**config.mk**
```make
export PLATFORM = sky130hd
export DESIGN_NAME = dpc_port_control
export DESIGN_NICKNAME = d
export VERILOG_FILES = /design/src/rtl/dpc_pkg.sv /design/src/rtl/dpc_port_control.sv
export SDC_FILE = /design/constraint.sdc
export NUM_CORES = 1
export LEC_CHECK = 0
export BUFFER_PORTS_ARGS = -buffer_cell sky130_fd_sc_hd__buf_2
export CORE_ASPECT_RATIO = 2
export CORE_UTILIZATION = 56
export DETAILED_ROUTE_END_ITERATION = 12
export PLACE_DENSITY_LB_ADDON = 0.25
export SLEW_MARGIN = 20
export SYNTH_ARGS = -nofsm -noshare
export SYNTH_HDL_FRONTEND = slang
export SYNTH_SLANG_ARGS = --single-unit
```
**constraint.sdc**
```tcl
create_clock -name clk_sys -period 2.7 [get_ports clk_sys]
set_input_delay 0.675 -clock clk_sys [delete_from_list [all_inputs] [get_ports clk_sys]]
set_output_delay 0.675 -clock clk_sys [all_outputs]
set_load 0.01 [all_outputs]
```
**src/rtl/dpc_pkg.sv**
```systemverilog
// Constants and types for the link port control block
// Behaviour
// - Disabled port tristates lanes; enabled drives the lanes in the lane count and tristates the rest
// - Swing code selects first-pattern differential swing
// - Pre-emphasis code selects second-pattern emphasis
// - Lane-count codes give one, two, four lanes
// - Lane count frozen while enabled, taken on re-enable
// - Lane swap reverses order, latched on re-enable
// - Auxiliary channel mapping unaffected by lane swap
// - Pattern 000b sends continuous D10.2
// - Pattern 001b full ten-symbol sequence completes unless the port is disabled
// - Scrambler and disparity reset after last sequence
// - Idle sends BS then VB-ID, repeated continuously
// - Pattern 011b sends normal pixel data
// - Enable bit write-blocked while sequencer owns panel
package dpc_pkg;
   localparam logic [31:0] CTL_RESET = 32'h0000_0018;
   localparam logic [31:0] CTL_WR_MASK = 32'h8FF8_8740;
   localparam logic [31:0] CTL_FIXED = 32'h0000_0018;
   localparam int EN_BIT = 31;
   localparam int SWING_LSB = 25;
   localparam int EMPH_LSB = 22;
   localparam int WIDTH_LSB = 19;
   localparam int REV_BIT = 15;
   localparam int PAT_LSB = 8;
   localparam int AUDIO_BIT = 6;
   localparam logic [2:0] WIDTH_X1 = 3'h0;
   localparam logic [2:0] WIDTH_X2 = 3'h1;
   localparam logic [2:0] WIDTH_X4 = 3'h3;
   localparam logic [1:0] LG_X1 = 2'h0;
   localparam logic [1:0] LG_X2 = 2'h1;
   localparam logic [1:0] LG_X4 = 2'h2;
   localparam logic [7:0] SYM_D10_2 = 8'h4A;
   localparam logic [7:0] SYM_D11_6 = 8'hCB;
   localparam logic [7:0] SYM_K28_5 = 8'hBC;
   localparam logic [7:0] SYM_BS = 8'hBC;
   localparam logic [7:0] SYM_VBID_NOVID = 8'h08;
   localparam logic [3:0] SEQ_LAST = 4'h9;
   localparam logic [3:0] TP2_K2 = 4'h2;
   localparam logic [3:0] TP2_D2 = 4'h3;
   typedef enum logic [2:0] {
      DPC_TP1 = 3'b000,
      DPC_TP2 = 3'b001,
      DPC_IDLE = 3'b010,
      DPC_NORM = 3'b011
   } dpc_pat_type;
endpackage

```
**src/rtl/dpc_port_control.sv**
```systemverilog
// Link port control: register, enable timing, lane setup, pattern sequencer, pixel FIFO
`timescale 1ns/1ps
`default_nettype none

module dpc_fifo #(
   parameter int WIDTH = 32,
   parameter int DEPTH = 32
) (
   // Clock and reset
   input wire logic clk_sys,
   input wire logic rstn,
   // Fill side
   input wire logic in_valid,
   input wire logic [WIDTH-1:0] in_data,
   output logic in_ready,
   // Drain side
   output logic out_valid,
   output logic [WIDTH-1:0] out_data,
   input wire logic out_ready
);
   localparam int AW = $clog2(DEPTH);
   localparam logic [AW:0] FULL = (AW+1)'(DEPTH);
   localparam logic [AW-1:0] LASTP = AW'(DEPTH - 1);
   logic [WIDTH-1:0] mem [DEPTH];
   logic [AW-1:0] wp, rp, next_wp, next_rp;
   logic [AW:0] cnt, next_cnt;
   logic next_in_ready;
   logic push, pop;

   always_comb begin
      push = in_valid && in_ready;
      pop = out_ready && out_valid;
      next_wp = push ? ((wp == LASTP) ? '0 : wp + 1'b1) : wp;
      next_rp = pop ? ((rp == LASTP) ? '0 : rp + 1'b1) : rp;
      next_cnt = cnt + (AW+1)'(push) - (AW+1)'(pop);
      // Ready is registered from the next count, so a full buffer refuses the very next word
      next_in_ready = next_cnt != FULL;
   end

   always_ff @(posedge clk_sys or negedge rstn) begin
      if (!rstn) begin
         wp <= '0;
         rp <= '0;
         cnt <= '0;
         in_ready <= 1'b0;
      end else begin
         wp <= next_wp;
         rp <= next_rp;
         cnt <= next_cnt;
         in_ready <= next_in_ready;
      end
   end

   always_ff @(posedge clk_sys) begin
      if (push) begin
         mem[wp] <= in_data;
      end
   end

   assign out_valid = cnt != '0;
   assign out_data = mem[rp];
endmodule

module dpc_port_control #(
   parameter int FIFO_DEPTH = 32
) (
   // Clock and reset
   input wire logic clk_sys,
   input wire logic rstn,
   // Control register port
   input wire logic reg_wr,
   input wire logic [31:0] reg_wdata,
   output logic [31:0] reg_rdata,
   // Display timing and panel sequencer
   input wire logic vblank,
   input wire logic pps_owns_panel,
   // Pixel stream in
   input wire logic pix_valid,
   input wire logic [31:0] pix_data,
   output logic pix_ready,
   // Main link lanes: per lane {k flag, byte}
   output logic [35:0] lane_sym,
   output logic [3:0] lane_oe,
   output logic lane_power_down,
   output logic [2:0] vswing_code,
   output logic [2:0] preemph_code,
   output logic scramble_init,
   output logic audio_on
);
   logic [31:0] ctl, next_ctl;
   logic active, next_active;
   logic [1:0] lg, next_lg;
   logic rev, next_rev;
   dpc_pkg::dpc_pat_type pat, next_pat, req_pat;
   logic [3:0] idx, next_idx;
   logic [1:0] sub, next_sub, sub_max;
   logic next_scr;
   logic [35:0] next_sym;
   logic [3:0] next_oe;
   logic [2:0] nlanes;
   logic fifo_valid, fifo_pop;
   logic [31:0] fifo_data;

   dpc_fifo #(.WIDTH(32), .DEPTH(FIFO_DEPTH)) u_fifo (
      .clk_sys(clk_sys),
      .rstn(rstn),
      .in_valid(pix_valid),
      .in_data(pix_data),
      .in_ready(pix_ready),
      .out_valid(fifo_valid),
      .out_data(fifo_data),
      .out_ready(fifo_pop)
   );

   // Register, enable timing and lane lock
   always_comb begin
      next_ctl = ctl;
      if (reg_wr) begin
         next_ctl = (reg_wdata & dpc_pkg::CTL_WR_MASK) | dpc_pkg::CTL_FIXED;
         if (pps_owns_panel) begin
            next_ctl[dpc_pkg::EN_BIT] = ctl[dpc_pkg::EN_BIT];
         end
      end
      next_active = vblank ? ctl[dpc_pkg::EN_BIT] : active;
      next_lg = lg;
      next_rev = rev;
      if (next_active && !active) begin
         next_rev = ctl[dpc_pkg::REV_BIT];
         unique case (ctl[dpc_pkg::WIDTH_LSB +: 3])
            dpc_pkg::WIDTH_X2: next_lg = dpc_pkg::LG_X2;
            dpc_pkg::WIDTH_X4: next_lg = dpc_pkg::LG_X4;
            default: next_lg = dpc_pkg::LG_X1;
         endcase
      end
   end

   always_ff @(posedge clk_sys or negedge rstn) begin
      if (!rstn) begin
         ctl <= dpc_pkg::CTL_RESET;
         reg_rdata <= dpc_pkg::CTL_RESET;
         active <= 1'b0;
         lg <= dpc_pkg::LG_X1;
         rev <= 1'b0;
      end else begin
         ctl <= next_ctl;
         reg_rdata <= next_ctl;
         active <= next_active;
         lg <= next_lg;
         rev <= next_rev;
      end
   end

   // Pattern sequencer; reserved pattern codes keep the current pattern
   always_comb begin
      req_pat = dpc_pkg::dpc_pat_type'(ctl[dpc_pkg::PAT_LSB +: 3]);
      next_pat = pat;
      if (!active) begin
         next_pat = dpc_pkg::DPC_TP1;
      end else if (pat != dpc_pkg::DPC_TP2 || idx == dpc_pkg::SEQ_LAST) begin
         if (ctl[dpc_pkg::PAT_LSB + 2] == 1'b0) begin
            next_pat = req_pat;
         end
      end
      if (next_pat != pat || idx == dpc_pkg::SEQ_LAST) begin
         next_idx = '0;
      end else begin
         next_idx = idx + 1'b1;
      end
      next_scr = active && pat == dpc_pkg::DPC_TP2 && idx == dpc_pkg::SEQ_LAST
                 && next_pat != dpc_pkg::DPC_TP2;
   end

   // Pixel pacing: four bytes per word shared over the active lanes
   always_comb begin
      nlanes = 3'(1) << lg;
      sub_max = 2'(3'h3 >> lg);
      fifo_pop = active && pat == dpc_pkg::DPC_NORM && sub == sub_max;
      next_sub = sub;
      if (!active || pat != dpc_pkg::DPC_NORM) begin
         next_sub = '0;
      end else if (fifo_valid) begin
         next_sub = (sub == sub_max) ? 2'h0 : sub + 1'b1;
      end
   end

   // Lane enables follow the registered state, so they trail power-down by one cycle
   // Per physical lane symbol; the auxiliary channel never passes through here
   for (genvar p = 0; p < 4; p++) begin : g_lane
      logic [2:0] lg_lane;
      logic [1:0] bsel;
      logic [8:0] sym;
      always_comb begin
         lg_lane = rev ? (nlanes - 3'(1) - 3'(p)) : 3'(p);
         bsel = 2'((3'(sub) << lg) + lg_lane);
         sym = 9'h000;
         unique case (pat)
            dpc_pkg::DPC_TP1: sym = {1'b0, dpc_pkg::SYM_D10_2};
            dpc_pkg::DPC_TP2: begin
               if (idx == '0 || idx == dpc_pkg::TP2_K2) begin
                  sym = {1'b1, dpc_pkg::SYM_K28_5};
               end else if (idx == 4'h1 || idx == dpc_pkg::TP2_D2) begin
                  sym = {1'b0, dpc_pkg::SYM_D11_6};
               end else begin
                  sym = {1'b0, dpc_pkg::SYM_D10_2};
               end
            end
            dpc_pkg::DPC_IDLE: begin
               sym = idx[0] ? {1'b0, dpc_pkg::SYM_VBID_NOVID} : {1'b1, dpc_pkg::SYM_BS};
            end
            dpc_pkg::DPC_NORM: begin
               sym = fifo_valid ? {1'b0, fifo_data[8*bsel +: 8]} : 9'h000;
            end
            default: sym = 9'h000;
         endcase
         next_oe[p] = active && (3'(p) < nlanes);
         next_sym[9*p +: 9] = next_oe[p] ? sym : 9'h000;
      end
   end

   always_ff @(posedge clk_sys or negedge rstn) begin
      if (!rstn) begin
         pat <= dpc_pkg::DPC_TP1;
         idx <= '0;
         sub <= '0;
         scramble_init <= 1'b0;
         lane_sym <= '0;
         lane_oe <= '0;
         lane_power_down <= 1'b1;
         vswing_code <= '0;
         preemph_code <= '0;
         audio_on <= 1'b0;
      end else begin
         pat <= next_pat;
         idx <= next_idx;
         sub <= next_sub;
         scramble_init <= next_scr;
         lane_sym <= next_sym;
         lane_oe <= next_oe;
         lane_power_down <= !next_active;
         vswing_code <= next_ctl[dpc_pkg::SWING_LSB +: 3];
         preemph_code <= next_ctl[dpc_pkg::EMPH_LSB +: 3];
         audio_on <= next_active && next_ctl[dpc_pkg::AUDIO_BIT];
      end
   end

   property p_en_vblank;
      @(posedge clk_sys) disable iff (!rstn) active != $past(active) |-> $past(vblank);
   endproperty
   a_en_vblank: assert property (p_en_vblank) else $error("enable changed off vblank");

   property p_off_tristate;
      @(posedge clk_sys) disable iff (!rstn) !active |-> lane_power_down ##1 lane_oe == 4'h0;
   endproperty
   a_off_tristate: assert property (p_off_tristate) else $error("lanes driven while off");

   property p_x4_oe;
      @(posedge clk_sys) disable iff (!rstn) active && lg == dpc_pkg::LG_X4 |=> lane_oe == 4'hF;
   endproperty
   a_x4_oe: assert property (p_x4_oe) else $error("four lanes not all driven");

   property p_lock;
      @(posedge clk_sys) disable iff (!rstn) active && $past(active) |-> $stable(lg) && $stable(rev);
   endproperty
   a_lock: assert property (p_lock) else $error("lane setup moved while enabled");

   // Ten-symbol sequence: started at index 0, still the second pattern at index 9
   property p_tp2_done;
      @(posedge clk_sys) disable iff (!rstn)
         active && pat == dpc_pkg::DPC_TP2 && idx == 4'h0 ##1 active [*8] |=> pat == dpc_pkg::DPC_TP2;
   endproperty
   a_tp2_done: assert property (p_tp2_done) else $error("second pattern cut short");

   property p_scr;
      @(posedge clk_sys) disable iff (!rstn)
         scramble_init |-> $past(pat == dpc_pkg::DPC_TP2 && idx == dpc_pkg::SEQ_LAST);
   endproperty
   a_scr: assert property (p_scr) else $error("scrambler init at wrong point");

   property p_tp1_sym;
      @(posedge clk_sys) disable iff (!rstn)
         $past(active && pat == dpc_pkg::DPC_TP1) |-> lane_sym[8:0] == {1'b0, dpc_pkg::SYM_D10_2};
   endproperty
   a_tp1_sym: assert property (p_tp1_sym) else $error("first pattern symbol wrong");

   property p_block;
      @(posedge clk_sys) disable iff (!rstn)
         reg_wr && pps_owns_panel |=> ctl[dpc_pkg::EN_BIT] == $past(ctl[dpc_pkg::EN_BIT]);
   endproperty
   a_block: assert property (p_block) else $error("enable written while protected");

   property p_rsvd;
      @(posedge clk_sys) disable iff (!rstn)
         (reg_rdata & ~(dpc_pkg::CTL_WR_MASK | dpc_pkg::CTL_FIXED)) == 32'h0000_0000;
   endproperty
   a_rsvd: assert property (p_rsvd) else $error("reserved bits read nonzero");

   property p_audio;
      @(posedge clk_sys) disable iff (!rstn) audio_on |-> active && ctl[dpc_pkg::AUDIO_BIT];
   endproperty
   a_audio: assert property (p_audio) else $error("audio on without cause");
endmodule

`default_nettype wire

```
==> metrics.yaml <==
status:
  status: "finished with violations"
  violations: "negative setup slack"
worst_setup_path:
  endpoint_kind: "flip-flop"
  worstSetupPathType: "flip-flop to flip-flop"
  crit_buf_inv: 5
  cp_data_arrival_time_ns: 3.27
  critPathSlowestCell: "dfrtp_4"
  cp_top_family: "buffers and inverters"
  startpoint_type: "flip-flop"
  path_cells: "buf_12, buf_16, buf_4, mux4_2, nor2_1, a221oi_2, o22ai_1, nor2_1, buf_4, o211ai_1, o211ai_1, buf_4"
  ff2ff_setup_slack_ns: -0.01
  r2r_start: "u_fifo.rp[0]$_DFFE_PN0P_"
  reg2reg_depth: 12
  slowest_delay_ns: 0.50
  crit_path_max_fanout: 8
  critPathRequiredTime_ns: 3.26
  startpoint: "u_fifo.rp[0]$_DFFE_PN0P_"
  crit_top_cell: "buf_4"
  r2r-end: "lane_sym[25]$_DFF_PN0_"
sta:
  timing.final.ws_setup_ns: -0.0112
  drv_slew: 0
  fin_crit_ns: 2.71
  rsz0062_at_grt: "yes"
  slew_headroom: 0.281
  period_share: 1.00
  hold_violations: 0
  worst_pin_slew_ns: 1.08
  fmax_mhz: 369
  clock_skew_ns: 0.0251
  finalSetupViolCount: 1
synth:
  synth_seq_cells: 1110
  syn_avg_cell_area_um2: 17.9
  ys_warn_count: 0
  ys_types: 63
  yosys.area.top_type_share: 0.678
  synthTopCellsByArea: "edfxtp_1, mux2i_1, mux4_2"
  syn_area_um2: 45400
  async_flop_share: 0.0775
  syn_inst: 2539
  yosysTopAreaCell: "edfxtp_1"
  ys_seq_area_frac: 0.725
  synth-edff-count: 1024
  synth_ff_type: "edfxtp_1"
cells_and_area:
  fin_nets: 3030
  post-route-util: 0.671
  drive_gt1_frac: 0.301
  stdcell_count: 4048
  syn_to_final_growth_pct: 18.6
  final_common_cell: "edfxtp_1"
  most-common-layout-cells: "edfxtp_1, mux2i_1, buf_4, buf_2, mux4_2"
  fillers: 5290
  fin_area_um2: 53800
route:
  wl_per_cell_um: 31.2
  drt-total-wl_um: 126000
  drt_iter0_markers: 2179
  firstDrtPassIters: 8
  num_vias: 26249
  drc: 0
  viasPerCell: 6.48
  ant_nets: 0
grt:
  antenna_found_initial: 2
  grt_first_pass_wirelength_um: 180000
  grt_util_all_layers: 0.309
  grt_pass1_vias: 26993
  grt_max_degree: 51
  overflow: 0
floorplan:
  start_util: 0.566
  io-pin-count: 152
  core-area_um2: 80200
  die_h_um: 405
  die_w_um: 203
  fp.dieArea_um2: 82200
  rows: 147
worst_hold_path:
  min_path_cells: 2
  min-delay-start: "vblank"
  min_to: "lane_power_down$_DFF_PN1_"
  min_path_type: "input pin to flip-flop"
placement:
  postPlaceCellArea_um2: 49400
  numPortBuffers: 117
  place_congestion: 0.938
  dp_cells: 3841
  dpl.hpwl_um: 78300
flow_run:
  drv_cap: 0
clock_tree:
  numCtsBuffers: 89
  htreeDepth: 3
  cts_tree: "done"
  cts-root-buf: "clkbuf_16"
  clock_path_buffers: 3
  path_clk_slew_ns: 0.07
  clock_latency_ns: 0.68
  clock_sinks: 1110
power_and_ir_drop:
  p_leak_nw: 17.6
  power_density_nw_per_um2: 750
  peakVddDrop_uv: 476
## cell type report
cell class,count,area [µm²],area share
flip-flops and latches,1110,32900,0.612
clock buffers,114,2440,0.0453
multi-input cells,1236,12100,0.225
inverters,33,129,0.00239
diodes,1,2.50,0.0000465
well taps,1043,1310,0.0242
clock inverters,47,492,0.00914
repair buffers,464,4430,0.0824
## worst max-delay path by stage
stage,endpoint,cells past startpoint
2_1_floorplan,u_fifo.mem[31][0]$_DFFE_PP_,4
4_1_cts,u_fifo.in_ready$_DFF_PN0_,17
6_report,lane_sym[25]$_DFF_PN0_,12
3_5_place_dp,lane_sym[2]$_DFF_PN0_,13
3_3_place_gp,u_fifo.in_ready$_DFF_PN0_,18
5_1_grt,u_fifo.in_ready$_DFF_PN0_,18
## through the flow
step	setup TNS [ns]	setup slack (ns)	total power, mW	hold WS (ns)
2_1_floorplan	-187.34	-0.208	23.7	0.379
3_3_place_gp	-5.74	-0.337	26.5	0.485
3_5_place_dp	-6.81	-0.405	26.7	0.512
4_1_cts	-0.00255	-0.00255	40.1	0.175
5_1_grt	-0.918	-0.196	41.5	0.215
6_report	-0.0112	-0.0112	40.4	0.219
## routing by layer
layer | GRT usage | up-vias | share of wire | routed length (µm)
li1 | - | 11032 | - | -
met1 | 0.344 | 13543 | 0.34 | 43000
met2 | 0.541 | 1255 | 0.52 | 65800
met3 | 0.0440 | 415 | 0.059 | 7450
met4 | 0.216 | 4 | 0.080 | 10100
met5 | 0 | - | 0.00020 | 25
## registers in the layout, indices dropped and copies added, names as in the netlist
name             cells
u_fifo.mem        1024
lane_sym            35
ctl                 11
u_fifo.cnt           6
u_fifo.rp            5
u_fifo.wp            5
idx                  4
lane_oe              3
pat                  3
lg                   2
preemph_code         2
sub                  2
vswing_code          2
active               1
audio_on             1
lane_power_down      1
rev                  1
scramble_init        1
u_fifo.in_ready      1
## logic make-up after synthesis
group	Yosys count	share of synthesized area
AND/OR/NAND/NOR	264	0.0257
AO/OA/AOI/OAI	469	0.0741
XOR/XNOR	16	0.00339
other	2	0.000165
buffers and inverters	209	0.0309
multiplexers	443	0.133
adder cells (fa/ha/maj)	26	0.00733
flip-flops	1110	0.725
## power by group
group | switching (mW) | leakage (nW) | internal (mW) | total (mW)
Sequential | 0.409 | 10.3 | 19.9 | 20.3
Combinational | 4.05 | 5.85 | 2.70 | 6.75
Clock | 5.94 | 1.43 | 7.35 | 13.3
## synthesized netlist by cell type (3+ instances only)
| library cell | instances |
|---|---|
| a211o_1 | 6 |
| a211oi_1 | 16 |
| a21oi_1 | 38 |
| a221oi_1 | 58 |
| a221oi_2 | 16 |
| a22o_1 | 8 |
| a22oi_1 | 96 |
| a31oi_1 | 4 |
| a32oi_1 | 12 |
| and2_1 | 6 |
| and3_1 | 4 |
| buf_1 | 15 |
| buf_12 | 19 |
| buf_2 | 23 |
| buf_4 | 30 |
| buf_6 | 19 |
| clkbuf_1 | 68 |
| dfrtp_1 | 85 |
| edfxtp_1 | 1024 |
| ha_1 | 25 |
| inv_1 | 32 |
| mux2_2 | 24 |
| mux2i_1 | 297 |
| mux4_1 | 17 |
| mux4_2 | 105 |
| nand2_1 | 69 |
| nand2b_1 | 4 |
| nand3_1 | 16 |
| nand3b_1 | 8 |
| nor2_1 | 122 |
| nor2b_1 | 7 |
| nor3_1 | 11 |
| o211ai_1 | 31 |
| o21a_1 | 4 |
| o21ai_0 | 62 |
| o21ai_1 | 31 |
| o221ai_1 | 6 |
| o22a_1 | 4 |
| o22ai_1 | 59 |
| o31ai_1 | 7 |
| or2_2 | 7 |
| or3_1 | 3 |
| xnor2_1 | 9 |
| xor2_1 | 6 |
## worst register-to-register path: stages (launching register included)
cell      delay [ns]
dfrtp_4         0.50
buf_12          0.18
buf_16          0.16
buf_4           0.13
mux4_2          0.49
nor2_1          0.17
a221oi_2        0.09
o22ai_1         0.22
nor2_1          0.07
buf_4           0.13
o211ai_1        0.17
o211ai_1        0.13
buf_4           0.16
## repair_timing
| action | in CTS | in global routing |
|---|---|---|
| hold buffers | 1 | 0 |
| pin swaps | 17 | 54 |
| cloned | 3 | 6 |
| hold endpoints to repair | 36 | 0 |
| gates resized for setup | 65 | 147 |
| buffers inserted | 20 | 21 |
| setup endpoints to repair | 35 | 35 |
(Power assumes the default switching activity.)
